[config.mk]
export PLATFORM = sky130hd
export DESIGN_NAME = eft_teleprot
export DESIGN_NICKNAME = d
export VERILOG_FILES = /design/src/core/eft_pkg.sv /design/src/core/eft_unblock_chan.sv /design/src/core/eft_trans_block.sv /design/src/core/eft_teleprot.sv
export VERILOG_INCLUDE_DIRS = /design/src /design/src/core
export SDC_FILE = /design/constraint.sdc
export NUM_CORES = 1
export LEC_CHECK = 0
export BUFFER_PORTS_ARGS = -buffer_cell sky130_fd_sc_hd__buf_2
export CORE_MARGIN = 4
export CORE_UTILIZATION = 30
export DETAILED_ROUTE_END_ITERATION = 7
export PLACE_DENSITY = 0.58
export SLEW_MARGIN = 20
export SYNTH_ARGS = -nofsm -noshare
export SYNTH_HDL_FRONTEND = slang
export SYNTH_SLANG_ARGS = --single-unit
[constraint.sdc]
create_clock -name ref_clk_in -period 2.9 [get_ports ref_clk_in]
set_input_delay 0.145 -clock ref_clk_in [delete_from_list [all_inputs] [get_ports ref_clk_in]]
set_output_delay 0.145 -clock ref_clk_in [all_outputs]
set_load 0.01 [all_outputs]
[src/core/eft_defines.svh]
// Timing constants and timer width for the earth fault teleprotection block
`ifndef EFT_DEFINES_SVH
`define EFT_DEFINES_SVH
`define EFT_CLK_HZ          20000000
`define EFT_TICK_HZ         1000
`define EFT_TICK_DIV        (`EFT_CLK_HZ / `EFT_TICK_HZ)
`define EFT_SEC_DELAY_MS    20
`define EFT_HOLD_MS         100
`define EFT_FAIL_MS         10000
`define EFT_TIMER_W         16
`endif

[src/core/eft_pkg.sv]
// Types shared by the earth fault teleprotection block
package eft_pkg;
  // Scheme selection
  typedef enum logic [1:0] {
    EFT_MODE_OFF     = 2'h0,
    EFT_MODE_UNBLOCK = 2'h1,
    EFT_MODE_BLOCK   = 2'h2
  } eft_mode_e;
  // Unblock logic states, one-hot
  typedef enum logic [3:0] {
    EFT_UB_QUIET   = 4'h1,
    EFT_UB_WAIT    = 4'h2,
    EFT_UB_RELEASE = 4'h4,
    EFT_UB_LOCKED  = 4'h8
  } eft_ub_state_e;
endpackage

[src/core/eft_unblock_chan.sv]
// Unblock logic for one receive channel: release, security delay, hold and alarm
`include "eft_defines.svh"
module eft_unblock_chan
  import eft_pkg::*;
#(
  parameter int FAIL_MS = `EFT_FAIL_MS
) (
  // Clock, reset and millisecond tick
  input  wire logic ref_clk_in,
  input  wire logic reset_n_in,
  input  wire logic tick_in,
  // Synchronised carrier inputs
  input  wire logic unblock_tone_in,
  input  wire logic guard_tone_in,
  // Results
  output logic      release_out,
  output logic      alarm_out
);
  localparam logic [`EFT_TIMER_W-1:0] SEC_MS  = `EFT_TIMER_W'(`EFT_SEC_DELAY_MS);
  localparam logic [`EFT_TIMER_W-1:0] HOLD_MS = `EFT_TIMER_W'(`EFT_HOLD_MS);
  localparam logic [`EFT_TIMER_W-1:0] FAIL_T  = `EFT_TIMER_W'(FAIL_MS);

  eft_ub_state_e           state_q;   // Unblock state
  logic [`EFT_TIMER_W-1:0] tmr_q;     // Shared phase timer
  logic [`EFT_TIMER_W-1:0] fail_q;    // Silence timer for the alarm
  logic                    silent;    // Neither tone present
  logic                    rel_d;     // Next release value

  assign silent = !unblock_tone_in && !guard_tone_in;

  // Unblock state machine; timer restarts on every state change
  always_ff @(posedge ref_clk_in or negedge reset_n_in) begin
    if (!reset_n_in) begin
      state_q <= EFT_UB_QUIET;
      tmr_q   <= '0;
    end else begin
      unique case (state_q)
        EFT_UB_QUIET: begin
          tmr_q <= '0;
          if (silent) state_q <= EFT_UB_WAIT;
        end
        EFT_UB_WAIT: begin
          if (!silent) begin
            state_q <= EFT_UB_QUIET;
            tmr_q   <= '0;
          end else if (tick_in && tmr_q == SEC_MS - 1'b1) begin
            state_q <= EFT_UB_RELEASE;
            tmr_q   <= '0;
          end else if (tick_in) begin
            tmr_q <= tmr_q + 1'b1;
          end
        end
        EFT_UB_RELEASE: begin
          // Release is withdrawn after the hold even if silence persists
          if (tick_in && tmr_q == HOLD_MS - 1'b1) begin
            state_q <= EFT_UB_LOCKED;
            tmr_q   <= '0;
          end else if (tick_in) begin
            tmr_q <= tmr_q + 1'b1;
          end
        end
        EFT_UB_LOCKED: begin
          // Dropout: a tone must stand for the full hold before quiet returns
          if (silent) begin
            tmr_q <= '0;
          end else if (tick_in && tmr_q == HOLD_MS - 1'b1) begin
            state_q <= EFT_UB_QUIET;
            tmr_q   <= '0;
          end else if (tick_in) begin
            tmr_q <= tmr_q + 1'b1;
          end
        end
      endcase
    end
  end

  // Release: direct path only when quiet, timed path in release phase
  always_comb begin
    rel_d = 1'b0;
    if (state_q == EFT_UB_QUIET) rel_d = unblock_tone_in && !guard_tone_in;
    if (state_q == EFT_UB_RELEASE) rel_d = 1'b1;
  end

  always_ff @(posedge ref_clk_in or negedge reset_n_in) begin
    if (!reset_n_in) release_out <= 1'b0;
    else release_out <= rel_d;
  end

  // Link loss alarm after more than the fail time of silence
  always_ff @(posedge ref_clk_in or negedge reset_n_in) begin
    if (!reset_n_in) begin
      fail_q    <= '0;
      alarm_out <= 1'b0;
    end else if (!silent) begin
      fail_q    <= '0;
      alarm_out <= 1'b0;
    end else if (tick_in) begin
      if (fail_q > FAIL_T) alarm_out <= 1'b1;
      else fail_q <= fail_q + 1'b1;
    end
  end
endmodule

[src/core/eft_trans_block.sv]
// Transient blocking: wait-time qualify, then hold for the block time
`include "eft_defines.svh"
module eft_trans_block (
  // Clock, reset and millisecond tick
  input  wire logic                    ref_clk_in,
  input  wire logic                    reset_n_in,
  input  wire logic                    tick_in,
  // Settings in milliseconds
  input  wire logic [`EFT_TIMER_W-1:0] wait_ms_in,
  input  wire logic [`EFT_TIMER_W-1:0] hold_ms_in,
  // Criterion and qualifier window
  input  wire logic                    crit_in,
  input  wire logic                    arm_in,
  // Held output
  output logic                         hold_out
);
  logic [`EFT_TIMER_W-1:0] age_q;   // Time the arm window has been open
  logic [`EFT_TIMER_W-1:0] hold_q;  // Remaining hold time
  logic                    armed;   // Criterion seen within the wait time

  // arm_in high: age counts while window open; qualify when crit inside window
  always_ff @(posedge ref_clk_in or negedge reset_n_in) begin
    if (!reset_n_in) age_q <= '0;
    else if (!arm_in) age_q <= '0;
    else if (tick_in && age_q != {`EFT_TIMER_W{1'b1}}) age_q <= age_q + 1'b1;
  end

  assign armed = crit_in && arm_in && (age_q < wait_ms_in);

  // Hold: set while qualified, then runs out over the hold time after release
  always_ff @(posedge ref_clk_in or negedge reset_n_in) begin
    if (!reset_n_in) begin
      hold_q   <= '0;
      hold_out <= 1'b0;
    end else if (armed || (hold_out && crit_in)) begin
      hold_q   <= hold_ms_in;
      hold_out <= 1'b1;
    end else if (hold_out && tick_in) begin
      if (hold_q == '0) hold_out <= 1'b0;
      else hold_q <= hold_q - 1'b1;
    end
  end
endmodule

[src/core/eft_teleprot.sv]
// Earth fault teleprotection scheme logic for one line end
`include "eft_defines.svh"
module eft_teleprot
  import eft_pkg::*;
#(
  parameter int NPH      = 3,
  parameter int FAIL_MS  = `EFT_FAIL_MS,
  parameter int TICK_DIV = `EFT_TICK_DIV
) (
  // Clock and reset
  input  wire logic                    ref_clk_in,
  input  wire logic                    reset_n_in,
  // Configuration
  input  wire logic [1:0]              mode_in,
  input  wire logic                    three_term_in,
  input  wire logic [`EFT_TIMER_W-1:0] send_ext_ms_in,
  input  wire logic [`EFT_TIMER_W-1:0] trip_delay_ms_in,
  input  wire logic [`EFT_TIMER_W-1:0] transient_wait_time_in,
  input  wire logic [`EFT_TIMER_W-1:0] transient_hold_time_in,
  // Protection decisions, directional ones per phase, the rest shared (same clock)
  input  wire logic [NPH-1:0]          fwd_fault_in,
  input  wire logic [NPH-1:0]          rev_fault_in,
  input  wire logic                    nondir_fault_in,
  input  wire logic                    fault_pickup_in,
  input  wire logic                    trip_issued_in,
  input  wire logic                    jump_detect_in,
  // Carrier receive pins, per phase (asynchronous)
  input  wire logic [NPH-1:0]          unblock_tone_rx_ch1_in,
  input  wire logic [NPH-1:0]          guard_tone_rx_ch1_in,
  input  wire logic [NPH-1:0]          unblock_tone_rx_ch2_in,
  input  wire logic [NPH-1:0]          guard_tone_rx_ch2_in,
  input  wire logic [NPH-1:0]          block_rx_ch1_in,
  input  wire logic [NPH-1:0]          block_rx_ch2_in,
  // Transmit keying
  output logic [NPH-1:0]               unblock_tone_tx_out,
  output logic [NPH-1:0]               guard_tone_tx_out,
  output logic [NPH-1:0]               block_send_out,
  output logic [NPH-1:0]               block_stop_out,
  output logic                         jump_block_send_out,
  // Results
  output logic [NPH-1:0]               trip_release_out,
  output logic                         echo_request_out,
  output logic                         link_loss_alarm_ch1_out,
  output logic                         link_loss_alarm_ch2_out
);
  // Divider count is a parameter so a faster clock or a short test tick can set it
  localparam logic [15:0] TICK_LAST = 16'(TICK_DIV - 1);

  logic [15:0]          div_q;       // Millisecond divider
  logic                 tick;        // One-cycle millisecond enable
  logic [4*NPH-1:0]     ub_s1_q;     // Tone synchroniser stage 1
  logic [4*NPH-1:0]     ub_s2_q;     // Tone synchroniser stage 2
  logic [2*NPH-1:0]     bl_s1_q;     // Block synchroniser stage 1
  logic [2*NPH-1:0]     bl_s2_q;     // Block synchroniser stage 2
  logic [NPH-1:0]       rel1;        // Channel 1 unblock release
  logic [NPH-1:0]       rel2;        // Channel 2 unblock release
  logic [NPH-1:0]       al1;         // Channel 1 alarms per phase
  logic [NPH-1:0]       al2;         // Channel 2 alarms per phase
  logic                 is_ub;       // Unblock mode active
  logic                 is_bl;       // Blocking mode active
  logic                 tb_perm;     // Permissive transient inhibit
  logic [NPH-1:0]       blk_rx;      // Combined block receive
  logic [NPH-1:0]       blk_held;    // Block receive with transient hold
  logic                 any_fault;   // Local earth fault seen anywhere

  assign is_ub     = (mode_in == EFT_MODE_UNBLOCK);
  assign is_bl     = (mode_in == EFT_MODE_BLOCK);
  assign any_fault = fault_pickup_in || (|fwd_fault_in) || (|rev_fault_in);

  // Millisecond tick divider; all scheme timers run on this enable
  always_ff @(posedge ref_clk_in or negedge reset_n_in) begin
    if (!reset_n_in) div_q <= '0;
    else if (div_q == TICK_LAST) div_q <= '0;
    else div_q <= div_q + 1'b1;
  end
  assign tick = (div_q == TICK_LAST);

  // Two-stage synchronisers on the carrier pins; stage 1 feeds stage 2 only
  always_ff @(posedge ref_clk_in or negedge reset_n_in) begin
    if (!reset_n_in) begin
      ub_s1_q <= '0;
      ub_s2_q <= '0;
      bl_s1_q <= '0;
      bl_s2_q <= '0;
    end else begin
      ub_s1_q <= {guard_tone_rx_ch2_in, unblock_tone_rx_ch2_in,
                  guard_tone_rx_ch1_in, unblock_tone_rx_ch1_in};
      ub_s2_q <= ub_s1_q;
      bl_s1_q <= {block_rx_ch2_in, block_rx_ch1_in};
      bl_s2_q <= bl_s1_q;
    end
  end

  // Permissive transient blocking: early reverse or undirected fault
  eft_trans_block u_tb_perm (
    .ref_clk_in (ref_clk_in),
    .reset_n_in (reset_n_in),
    .tick_in    (tick),
    .wait_ms_in (transient_wait_time_in),
    .hold_ms_in (transient_hold_time_in),
    .crit_in    ((|rev_fault_in) || nondir_fault_in),
    .arm_in     (fault_pickup_in),
    .hold_out   (tb_perm)
  );

  // One send/receive circuit per phase, each with two unblock channels
  for (genvar p = 0; p < NPH; p++) begin : g_ph
    logic                    send_q;     // Send request incl. extension
    logic [`EFT_TIMER_W-1:0] ext_q;      // Send extension countdown
    logic [`EFT_TIMER_W-1:0] tv_q;       // Blocking trip delay counter
    logic                    ub_rx;      // Combined unblock receive
    logic                    send_raw;   // Undelayed send condition

    eft_unblock_chan #(.FAIL_MS(FAIL_MS)) u_ch1 (
      .ref_clk_in      (ref_clk_in),
      .reset_n_in      (reset_n_in),
      .tick_in         (tick),
      .unblock_tone_in (ub_s2_q[p]),
      .guard_tone_in   (ub_s2_q[NPH+p]),
      .release_out     (rel1[p]),
      .alarm_out       (al1[p])
    );
    // Second channel runs independently for the far third terminal
    eft_unblock_chan #(.FAIL_MS(FAIL_MS)) u_ch2 (
      .ref_clk_in      (ref_clk_in),
      .reset_n_in      (reset_n_in),
      .tick_in         (tick),
      .unblock_tone_in (ub_s2_q[2*NPH+p]),
      .guard_tone_in   (ub_s2_q[3*NPH+p]),
      .release_out     (rel2[p]),
      .alarm_out       (al2[p])
    );

    // Three terminals need both ends to agree; two use channel 1
    assign ub_rx = three_term_in ? (rel1[p] && rel2[p]) : rel1[p];
    // Blocking receive: any far end blocks
    assign blk_rx[p] = three_term_in ? (bl_s2_q[p] || bl_s2_q[NPH+p])
                                     : bl_s2_q[p];

    // Raw send: forward in unblock mode, reverse without forward in blocking
    always_comb begin
      send_raw = 1'b0;
      if (is_ub) send_raw = fwd_fault_in[p] && !tb_perm;
      if (is_bl) send_raw = rev_fault_in[p] && !fwd_fault_in[p];
    end

    // Send extension: in blocking unless a forward fault cuts it, only after a trip in unblock mode
    always_ff @(posedge ref_clk_in or negedge reset_n_in) begin
      if (!reset_n_in) begin
        send_q <= 1'b0;
        ext_q  <= '0;
      end else if (send_raw) begin
        send_q <= 1'b1;
        ext_q  <= send_ext_ms_in;
      end else if (is_bl && fwd_fault_in[p]) begin
        send_q <= 1'b0;
        ext_q  <= '0;
      end else if (send_q && (is_bl || (is_ub && trip_issued_in)) && ext_q != '0) begin
        if (tick) ext_q <= ext_q - 1'b1;
      end else begin
        send_q <= 1'b0;
        ext_q  <= '0;
      end
    end

    // Blocking trip delay: forward fault with no block received
    always_ff @(posedge ref_clk_in or negedge reset_n_in) begin
      if (!reset_n_in) tv_q <= '0;
      else if (!(is_bl && fwd_fault_in[p] && !blk_held[p])) tv_q <= '0;
      else if (tick && tv_q != trip_delay_ms_in) tv_q <= tv_q + 1'b1;
    end

    // Registered keying and trip release outputs
    always_ff @(posedge ref_clk_in or negedge reset_n_in) begin
      if (!reset_n_in) begin
        unblock_tone_tx_out[p] <= 1'b0;
        guard_tone_tx_out[p]   <= 1'b0;
        block_send_out[p]      <= 1'b0;
        block_stop_out[p]      <= 1'b0;
        trip_release_out[p]    <= 1'b0;
      end else begin
        unblock_tone_tx_out[p] <= is_ub && send_q;
        guard_tone_tx_out[p]   <= is_ub && !send_q;
        block_send_out[p]      <= is_bl && send_q;
        block_stop_out[p]      <= is_bl && fwd_fault_in[p];
        if (is_ub)
          trip_release_out[p] <= ub_rx && fwd_fault_in[p] && !tb_perm;
        else if (is_bl)
          trip_release_out[p] <= fwd_fault_in[p] && !blk_held[p] &&
                                 tv_q == trip_delay_ms_in;
        else
          trip_release_out[p] <= 1'b0;
      end
    end
  end

  // Held block receive: only a receive that stood through the wait time is
  // prolonged, so a short blip does not hold off the trip
  for (genvar q = 0; q < NPH; q++) begin : g_hold
    logic [`EFT_TIMER_W-1:0] age_q;   // Time the block receive has stood
    logic [`EFT_TIMER_W-1:0] left_q;  // Remaining hold time
    logic                    h_q;     // Hold running
    logic                    qual;    // Receive stood for the wait time

    assign qual = blk_rx[q] && (age_q >= transient_wait_time_in);

    // Presence timer saturates, so a long block stays qualified
    always_ff @(posedge ref_clk_in or negedge reset_n_in) begin
      if (!reset_n_in) age_q <= '0;
      else if (!blk_rx[q]) age_q <= '0;
      else if (tick && age_q != {`EFT_TIMER_W{1'b1}}) age_q <= age_q + 1'b1;
    end

    // Hold reloads while qualified, then runs out over the hold time
    always_ff @(posedge ref_clk_in or negedge reset_n_in) begin
      if (!reset_n_in) begin
        left_q <= '0;
        h_q    <= 1'b0;
      end else if (qual) begin
        left_q <= transient_hold_time_in;
        h_q    <= 1'b1;
      end else if (h_q && tick) begin
        if (left_q == '0) h_q <= 1'b0;
        else left_q <= left_q - 1'b1;
      end
    end
    // Raw receive blocks at once; held copy covers only the transient tail
    assign blk_held[q] = blk_rx[q] || h_q;
  end

  // Echo request, jump keying and alarms
  always_ff @(posedge ref_clk_in or negedge reset_n_in) begin
    if (!reset_n_in) begin
      echo_request_out        <= 1'b0;
      jump_block_send_out     <= 1'b0;
      link_loss_alarm_ch1_out <= 1'b0;
      link_loss_alarm_ch2_out <= 1'b0;
    end else begin
      // Any one far end suffices on three-terminal lines; not in blocking
      echo_request_out <= is_ub && !any_fault &&
                          ((|rel1) || (three_term_in && (|rel2)));
      // Far side must respond promptly to the jump signal dropping
      jump_block_send_out     <= is_bl && jump_detect_in;
      link_loss_alarm_ch1_out <= is_ub && (|al1);
      link_loss_alarm_ch2_out <= is_ub && three_term_in && (|al2);
    end
  end
endmodule

* After elaboration in Yosys (flattened, before gate mapping)
Cells that the tools add are included.
** Operators by class
- $add $sub $neg :: 27
- Magnitude comparators :: 10
- Eq/ne operators :: 114
- Multiplexer cells :: 204
- Reduce and logical (&&, ||, !) cells :: 173
** Operators by type and width (number)
- 16-bit two-way mux :: 87
- 16-bit one-hot mux with 4 select lines :: 6
- 16-bit by 1-bit adder with 16-bit output, second input constant :: 20
- 4-bit two-way mux :: 36
- 16-bit by 1-bit subtractor with 16-bit output, second input constant :: 7
- 16-bit by 5-bit equality test with 1-bit output, second input constant :: 6
- 16-bit by 7-bit equality test with 1-bit output, second input constant :: 6
- 16-bit by 14-bit greater-than comparator with 1-bit output, second input constant :: 6
- 4-bit one-hot mux with 4 select lines :: 6
- 1-bit logical AND :: 91
- 1-bit two-way mux :: 69
- 16-bit logical NOT :: 4
- 16-bit != test, second input constant :: 4
- 2-bit by 1-bit != test with 1-bit output, second input constant :: 27
- 2-bit != test, second input constant :: 26
- 16-bit equality test :: 3
- 16-bit greater-or-equal comparator :: 3
- 16-bit != test :: 3
- 16-bit nonzero test :: 3
- 2-bit AND reduction :: 20
- 5-bit AND reduction :: 6
- 4-bit by 1-bit equality test with 1-bit output, second input constant :: 6
- 4-bit by 2-bit equality test with 1-bit output, second input constant :: 6
- 4-bit by 3-bit equality test with 1-bit output, second input constant :: 6
- 13 further kinds :: 71
** Word-level totals
- Register bits :: 530
- Input bits :: 97
- Word-level logic and storage cells :: 603

* Longest topological paths before layout
Gate-level depths: netlist of run 1.
- Depth after elaboration :: 8
- Gate-level depth with buffers :: 11
- Depth with buffers taken out :: 8

* Cells and area by module
Synthesis of run 1 repeated with hierarchy kept, for this count alone.
** Unflattened totals
- Cell total of the unflattened synthesis :: 3115
- Area, all modules :: 29834.9 sq um
** By module, submodules not included
- eft_teleprot :: times used 1, cells an instance 1526, area each 14856.7 sq um
- eft_unblock_chan (g_ph[0].u_ch1 ...) :: times used 3, cells an instance 225, area each 2100.8 sq um
- eft_unblock_chan (g_ph[1].u_ch2 ...) :: times used 2, cells an instance 219, area each 2058.2 sq um
- eft_trans_block :: times used 1, cells an instance 242, area each 2344.7 sq um
- eft_unblock_chan (g_ph[2].u_ch2) :: times used 1, cells an instance 234, area each 2214.6 sq um

* Least setup slack after synthesis of run 1
Ideal clock, no wire load.
- Path kind :: register to register
- Start :: reg g_hold[1].age_q[0]
- End :: reg g_hold[1].left_q[10]
- Library setup time :: 0.125 ns
- Arrival :: 2.563 ns
- Required time :: 2.775 ns
- Path slack :: 0.213 ns
- Cell stages (with the launch flop) :: 10
- Path buffers :: 1
- Path through :: dfrtp_1 inv_1 ha_1 nand2b_1 a21o_1 a2111oi_0 o31ai_1 a21oi_1 buf_2 mux2_2
** On the way
- Word-level cells in the longest chain between the ends :: 4
- Elaborated cells between the ends (all ways) :: 6
- Those cells by class :: 1 x order compare; 1 x eq/ne; 1 x mux; 3 x reduce/logical
** Ends and longest elaborated chain
- start, declared :: RTL line eft_teleprot.sv:200 : logic [`EFT_TIMER_W-1:0] age_q;
- start signal, assigned :: RTL line eft_teleprot.sv:211 : else if (tick && age_q != {`EFT_TIMER_W{1'b1}}) age_q <= age_q + 1'b1;
- 16-bit greater-or-equal comparator (*) :: RTL line eft_teleprot.sv:205 : assign qual = blk_rx[q] && (age_q >= transient_wait_time_in);
- 1-bit logical AND (*) :: RTL line eft_teleprot.sv:205
- 2-bit != test (no source line) or 2-bit nonzero test (tied branches)
- 2-bit AND reduction (no source line)
- end signal, assigned :: RTL line eft_teleprot.sv:220 : left_q <= transient_hold_time_in;
- end signal, assigned :: RTL line eft_teleprot.sv:224 : else left_q <= left_q - 1'b1;
- end, declared :: RTL line eft_teleprot.sv:201 : logic [`EFT_TIMER_W-1:0] left_q;
Every way passes the cells marked *; elsewhere a longest branch is shown, timed or not.
A chain may end at the register's enable or synchronous reset.

* Worst setup path after layout of run 1
- Start :: in rev_fault_in[0]
- End :: reg echo_request_out
** On the way
- Word-level cells in the longest chain between the ends :: 5
** Ends and longest elaborated chain
- start, declared :: RTL line eft_teleprot.sv:22 : input wire logic [NPH-1:0] rev_fault_in,
- 3-bit OR reduction :: RTL line eft_teleprot.sv:68 : assign any_fault = fault_pickup_in || (|fwd_fault_in) || (|rev_fault_in);
- 1-bit logical OR :: RTL line eft_teleprot.sv:68
- 1-bit logical NOT :: RTL line eft_teleprot.sv:240 : echo_request_out <= is_ub && !any_fault &&
- 1-bit logical AND (2 in series) :: RTL line eft_teleprot.sv:240
- end signal, assigned :: RTL line eft_teleprot.sv:240
- end, declared :: RTL line eft_teleprot.sv:42 : output logic echo_request_out,
No other way between the ends.

==> results of run 1 <==
==> report_power, final <==
group          switching (uW)  internal (uW)
clock network            3170           4630
logic                     992            624
registers                 272           7600
==> kinds of logic after synthesis <==
kind of cell             after synthesis  share of synthesized area (%)
AO/OA/AOI/OAI                        513                           11.7
XOR/XNOR                             313                           9.32
adder cells (fa/ha/maj)               99                           4.21
buffers and inverters                210                           2.86
flip-flops                           530                           45.1
multiplexers                          83                           3.04
AND/OR/NAND/NOR                     1381                           23.7
==> flip-flops by register name, indices dropped and copies added, names as in the netlist, 16 cells and up <==
signal             count
g_hold.age_q          48
g_hold.left_q         48
g_ph.ext_q            48
g_ph.tv_q             48
g_ph.u_ch1.fail_q     48
g_ph.u_ch1.tmr_q      48
g_ph.u_ch2.fail_q     48
g_ph.u_ch2.tmr_q      48
div_q                 16
u_tb_perm.age_q       16
u_tb_perm.hold_q      16
==> synth_stat cells (all sizes together) (9+ instances only) <==
master and number:
dfrtp 524, nor2 372, nand2 264, xnor2 163, a21oi 161, xor2 150, nand3 128, nor3 111
inv 108, ha 99, nand4 94, o21ai 85, clkbuf 78, and3 73, nor4 73, or3 53
and2 51, mux2 51, a21o 34, mux2i 32, o31ai 28, a31oi 27, or4 27, nand2b 26
buf 22, o211ai 22, nor2b 19, or2 19, a2111oi 16, nor4b 16, o21a 15, nor3b 14
o41ai 14, a22oi 12, o2111ai 12, a211oi 10, a22o 10, or3b 10, and4 9
==> final cells by class <==
class	instances	area (um^2)	share of cell area [%]
antenna	1	2.50	0.00722
clock inverter	21	190	0.549
inverter	108	405	1.17
clock buffer	92	1850	5.32
sequential	530	13300	38.3
multi-input combinational	2389	15400	44.4
timing repair buffer	261	1980	5.70
tap	1276	1600	4.61
==> worst register-to-register path, stage by stage, from the launching register on <==
cell and delay, ns:
dfrtp_1 0.41, inv_1 0.09, ha_1 0.15, or3b_4 0.39, a2111oi_4 0.41, o211ai_4 0.17
a2111o_1 0.47, or4_1 0.41, a21oi_1 0.16
==> path summary, 6_finish.rpt <==
check	start	to	slack, ns	cells past startpoint
min reg2reg	ub_s1_q[8]$_DFF_PN0_	ub_s2_q[8]$_DFF_PN0_	0.34	0
min	mode_in[0]	unblock_tone_tx_out[0]$_DFF_PN0_	0.10	3
max reg2reg	g_ph[2].u_ch1.fail_q[0]$_DFFE_PN0P_	g_ph[2].u_ch1.fail_q[11]$_DFFE_PN0P_	0.17	8
max in group asynchronous	reset_n_in	g_ph[2].u_ch1.state_q[0]$_DFFE_PN1P_	1.85	3
max	rev_fault_in[0]	echo_request_out$_DFF_PN0_	0.08	8
min in group asynchronous	reset_n_in	ub_s1_q[4]$_DFF_PN0_	0.13	2
==> per-layer routing <==
| metal | share of wire [%] | GRT usage [%] | up-vias |
|---|---|---|---|
| li1 | - | - | 11600 |
| met1 | 48 | 21.1 | 11500 |
| met2 | 44 | 23.4 | 502 |
| met3 | 4.9 | 2.35 | 108 |
| met4 | 2.4 | 3.89 | 2 |
| met5 | 0.017 | 0 | - |
==> timing repair <==
action                                  CTS  global route
hold buffers                             63             0
resized for setup                         0             4
endpoints found under the setup margin    0             3
endpoints found under the hold margin   223             0
setup buffers                             0             0
==> stage by stage <==
step	utilization, %	area, um^2	cells	setup slack (ns)
floorplan	-	29400	3129	0.213
global placement	33.0	32000	4501	0.207
detailed placement	33.0	32000	4501	0.176
CTS	35.7	34600	4677	0.153
global route	35.7	34700	4677	-0.0438
finish	35.7	34700	4678	0.0755
==> reports/metrics.cfg, run 1 <==
[timing]
fin_hold_ws_ns=0.104
period_needed_ns=2.82
slew_viol_final=0
rsz0062_at_grt=yes
setup_tns_ns=0
hold_viol=0
slew_headroom_pct=41.3
fmax_mhz=354
fin_worst_skew_ns=0.0281
setup_violations=0
tightestPinTransition_ns=0.866
period_share_pct=97.4

[layout]
final_common_cell=dfrtp_1
final_cell_mix=dfrtp_1, nor2_1, nand2_1
syn_to_final_growth_pct=17.8
num-fill-cells=9809
drive_above_1_share_pct=12.2
fin_nets=3547

[setup_path]
path_cells=dlygate4sd3_1 -> buf_2 -> nor3_1 -> dlygate4sd3_1 -> nand3_1 -> dlygate4sd3_1 -> a2111oi_0 -> dlygate4sd3_1
setup.worst_path.end_class=flop
crit_required_ns=3.45
cp.arrival_ns=3.38
cp_max_fo=3
cp_common_cell=dlygate4sd3_1
cpPeakStageDelay_ns=0.66
worstSetupStartpointType=input port
crit_slowest_cell=dlygate4sd3_1
crit_buf_inv=5
crit_family=buffers and inverters
worstSetupPathType=input port to flop

[global_routing]
grt_overflow=0
grt_pass1_vias=23300
grt_max_degree=76
grt_pass1_wl_mm=126
grt_use_total_pct=14.8
antenna_found_initial=5

[outcome]
outcome=completed

[synth]
yosys_warnings=0
async_flop_share_pct=100
ys_seq_area_share_pct=45.1
synth_top_cells_by_area=dfrtp_1, xnor2_1, nor2_1
synth_area_um2=29400
syn_area_per_cell_um2=9.40
synth_cell_types=91
synth_top_area_share_pct=44.6
synth_edf_count=0
ys_ff_latch=530
synth_cells=3129
synth-main-ff-cell=dfrtp_1
yosysTopAreaCell=dfrtp_1
synth_nets=3325

[detailed_routing]
first_iter_violations=1663
ant_nets=0
via_per_inst=5.08
drt_pass1_iterations=5
drt-total-wl_mm=76.7
drc_errors=0
wl_per_cell_um=16.4
vias=23800

[cts]
clk_pin_slew_ns=0.06
cts_buffer_depth=3
htreeDepth=2
clock_latency_ns=0.63
cts_tree=yes
numCtsBuffers=61
clock-sinks=530
clockRootBuffer=clkbuf_16

[floorplan]
core_area_um2=97000
io_pins=116
start_util_pct=30.3
dieArea_um2=103000
die_x_um=321
fp-row-count=114
die_h_um=321

[run]
cap_violations=0

[placement]
io_buffers=115
place_hpwl_mm=54.0
gp_congestion=0.829

[power]
vdd_drop_max_v=0.000413
p_total_uw=17300
p_leak_uw=0.0150
power_density_nw_per_um2=499

[min_path]
hold_path.class=input port to flop

Note: power is estimated with default switching activity, not from simulation.
==> run 2: changes to the inputs <==
--- a/config.mk
+++ b/config.mk
@@ -10,7 +10,7 @@
 export CORE_MARGIN = 4
 export CORE_UTILIZATION = 30
 export DETAILED_ROUTE_END_ITERATION = 7
-export PLACE_DENSITY = 0.58
+export PLACE_DENSITY = 0.44
 export SLEW_MARGIN = 20
 export SYNTH_ARGS = -nofsm -noshare
 export SYNTH_HDL_FRONTEND = slang
==> run 2 against run 1 <==
Clock skew hardly changed. Sequential share of layout area is 0.24 points lower. First-iteration DRC count is 12% lower. Critical path depth stayed put. Worst setup slack better by 0.12 ns. Non-clock buffer count is 9 higher. Fmax is 4.5% higher. Critical path type is now flop to flop.
==> reports/metrics.cfg, run 2 (synthesized netlist as in run 1, its figures left out) <==
[layout]
final_cell_mix=dfrtp_1, nor2_1, nand2_1  ; unchanged
final_common_cell=dfrtp_1  ; unchanged
fin_nets=3563  ; was 3547
num-fill-cells=9948  ; was 9809
syn_to_final_growth_pct=18.5  ; was 17.8%
drive_above_1_share_pct=12.6  ; was 12.2%

[setup_path]
cp-startpoint=g_ph[2].u_ch2.fail_q[0]$_DFFE_PN0P_  ; was rev_fault_in[0]
r2r_start=g_ph[2].u_ch2.fail_q[0]$_DFFE_PN0P_  ; was g_ph[2].u_ch1.fail_q[0]$_DFFE_PN0P_
worst_r2r_path_depth=8  ; unchanged
crit_family=compound AO/OA/AOI/OAI gates  ; was buffers and inverters
cp.arrival_ns=3.24  ; was 3.38 ns
cp_max_fo=5  ; was 3
worstSetupStartpointType=flop  ; was input port
path_cells=inv_1 -> ha_1 -> or3b_1 -> a2111oi_2 -> o21ai_1 -> a2111oi_4 -> or3b_1 -> a21oi_1  ; was dlygate4sd3_1 -> buf_2 -> nor3_1 -> dlygate4sd3_1 -> nand3_1 -> dlygate4sd3_1 -> a2111oi_0 -> dlygate4sd3_1
cp.depth=8  ; unchanged
cp_common_cell=or3b_1  ; was dlygate4sd3_1
crit_slowest_cell=a2111oi_4  ; was dlygate4sd3_1
crit_required_ns=3.44  ; was 3.45 ns
crit_buf_inv=1  ; was 5
setup.worst_path.end_class=flop  ; unchanged
cpPeakStageDelay_ns=0.46  ; was 0.66 ns
worstSetupPathType=flop to flop  ; was input port to flop

[detailed_routing]
vias=23500  ; was 23.8k
first_iter_violations=1459  ; was 1663
drt_pass1_iterations=5  ; unchanged
via_per_inst=5.01  ; was 5.08
ant_nets=0  ; unchanged
wl_per_cell_um=17.4  ; was 16.4 um
drc_errors=0  ; unchanged
drt-total-wl_mm=81.6  ; was 76.7 mm

[timing]
slew_viol_final=0  ; unchanged
hold_viol=0  ; unchanged
slew_headroom_pct=38.1  ; was 41.3%
tightestPinTransition_ns=0.913  ; was 0.866 ns
period_needed_ns=2.70  ; was 2.82 ns
rsz0062_at_grt=no  ; was yes
setup_violations=0  ; unchanged
fin_ws_ns=0.197  ; was 0.0755 ns
period_share_pct=93.2  ; was 97.4%
fin_hold_ws_ns=0.0448  ; was 0.104 ns
fin_worst_skew_ns=0.0279  ; was 0.0281 ns
fmax_mhz=370  ; was 354 MHz
setup_tns_ns=0  ; unchanged

[placement]
io_buffers=115  ; unchanged
gp_congestion=0.801  ; was 0.829
place_hpwl_mm=56.9  ; was 54.0 mm
dp_slack_ns=0.0520  ; was 0.176 ns

[run]
cap_violations=0  ; unchanged

[cts]
clk_pin_slew_ns=0.06  ; about the same
postCtsSetupRepairBufs=0  ; unchanged
clockRootBuffer=clkbuf_16  ; unchanged
clock_latency_ns=0.62  ; was 0.63 ns
numCtsBuffers=68  ; was 61
cts_tree=yes  ; unchanged
htreeDepth=3  ; was 2
clock-sinks=530  ; unchanged
cts_buffer_depth=3  ; unchanged

[global_routing]
grt_pass1_vias=23400  ; was 23.3k
grt_use_total_pct=15.8  ; was 14.8%
grt_overflow=0  ; unchanged
antenna_found_initial=4  ; was 5
grt_max_degree=95  ; was 76
grt_pass1_wl_mm=132  ; was 126 mm

[floorplan]
core_area_um2=97000  ; unchanged
io_pins=116  ; unchanged
dieArea_um2=103000  ; unchanged
die_h_um=321  ; unchanged
fp-row-count=114  ; unchanged
die_x_um=321  ; unchanged
start_util_pct=30.3  ; unchanged

[outcome]
outcome=completed  ; unchanged

[power]
power_density_nw_per_um2=517  ; was 499 nW/um^2
vdd_drop_max_v=0.000381  ; was 0.000413 V
p_total_uw=18000  ; was 17300 uW
p_leak_uw=0.0151  ; was 0.0150 uW

[min_path]
hold_path.class=input port to asynchronous set/reset pin  ; was input port to flop

run 2: repair_timing:
item	in CTS	in global routing
setup endpoints to repair	0	7
hold buffers	60	0
hold endpoints to repair	681	0
gates resized for setup	0	8
run 2: area by class of cell:
class                           count  area (um^2)  area share, %
Multi-Input combinational cell   2389        15400           44.1
Sequential cell                   530        13300           38.0
Timing Repair Buffer              270         2000           5.73
Clock buffer                      101         1990           5.70
Tap cell                         1276         1600           4.58
Inverter                          108          405           1.16
Clock inverter                     20          233          0.667
Antenna cell                        2         5.00         0.0143
run 2: routing by layer:
| layer | share of wire (%) | GRT usage (%) |
|---|---|---|
| met1 | 49 | 22.5 |
| met2 | 45 | 25.2 |
| met3 | 3.7 | 2.41 |
| met4 | 2.4 | 4.28 |
| met5 | 0 | 0 |
run 2: path summary, 6_finish.rpt:
path	slack [ns]	end
max in group asynchronous	1.95	g_ph[0].u_ch2.fail_q[7]$_DFFE_PN0P_
worst min-delay path	0.04	g_hold[0].age_q[15]$_DFFE_PN0P_
worst max register to register	0.20	g_ph[2].u_ch2.fail_q[7]$_DFFE_PN0P_
worst max-delay path	0.20	g_ph[2].u_ch2.fail_q[7]$_DFFE_PN0P_
worst min register to register	0.34	ub_s2_q[11]$_DFF_PN0_
min in group ref_clk_in	0.17	ub_s1_q[5]$_DFF_PN0_
run 2: through the flow:
stage / util [%] / instances / area (um^2)
3_3_place_gp: 33.0 / 4513 / 32000
5_1_grt: 36.0 / 4695 / 34900
3_5_place_dp: 33.0 / 4513 / 32000
4_1_cts: 35.9 / 4694 / 34800
6_report: 36.0 / 4696 / 34900
2_1_floorplan: - / 3129 / 29400
run 2: power by group:
part	switching [uW]	internal, uW
registers	261	7600
logic	1040	647
clock network	3370	5110
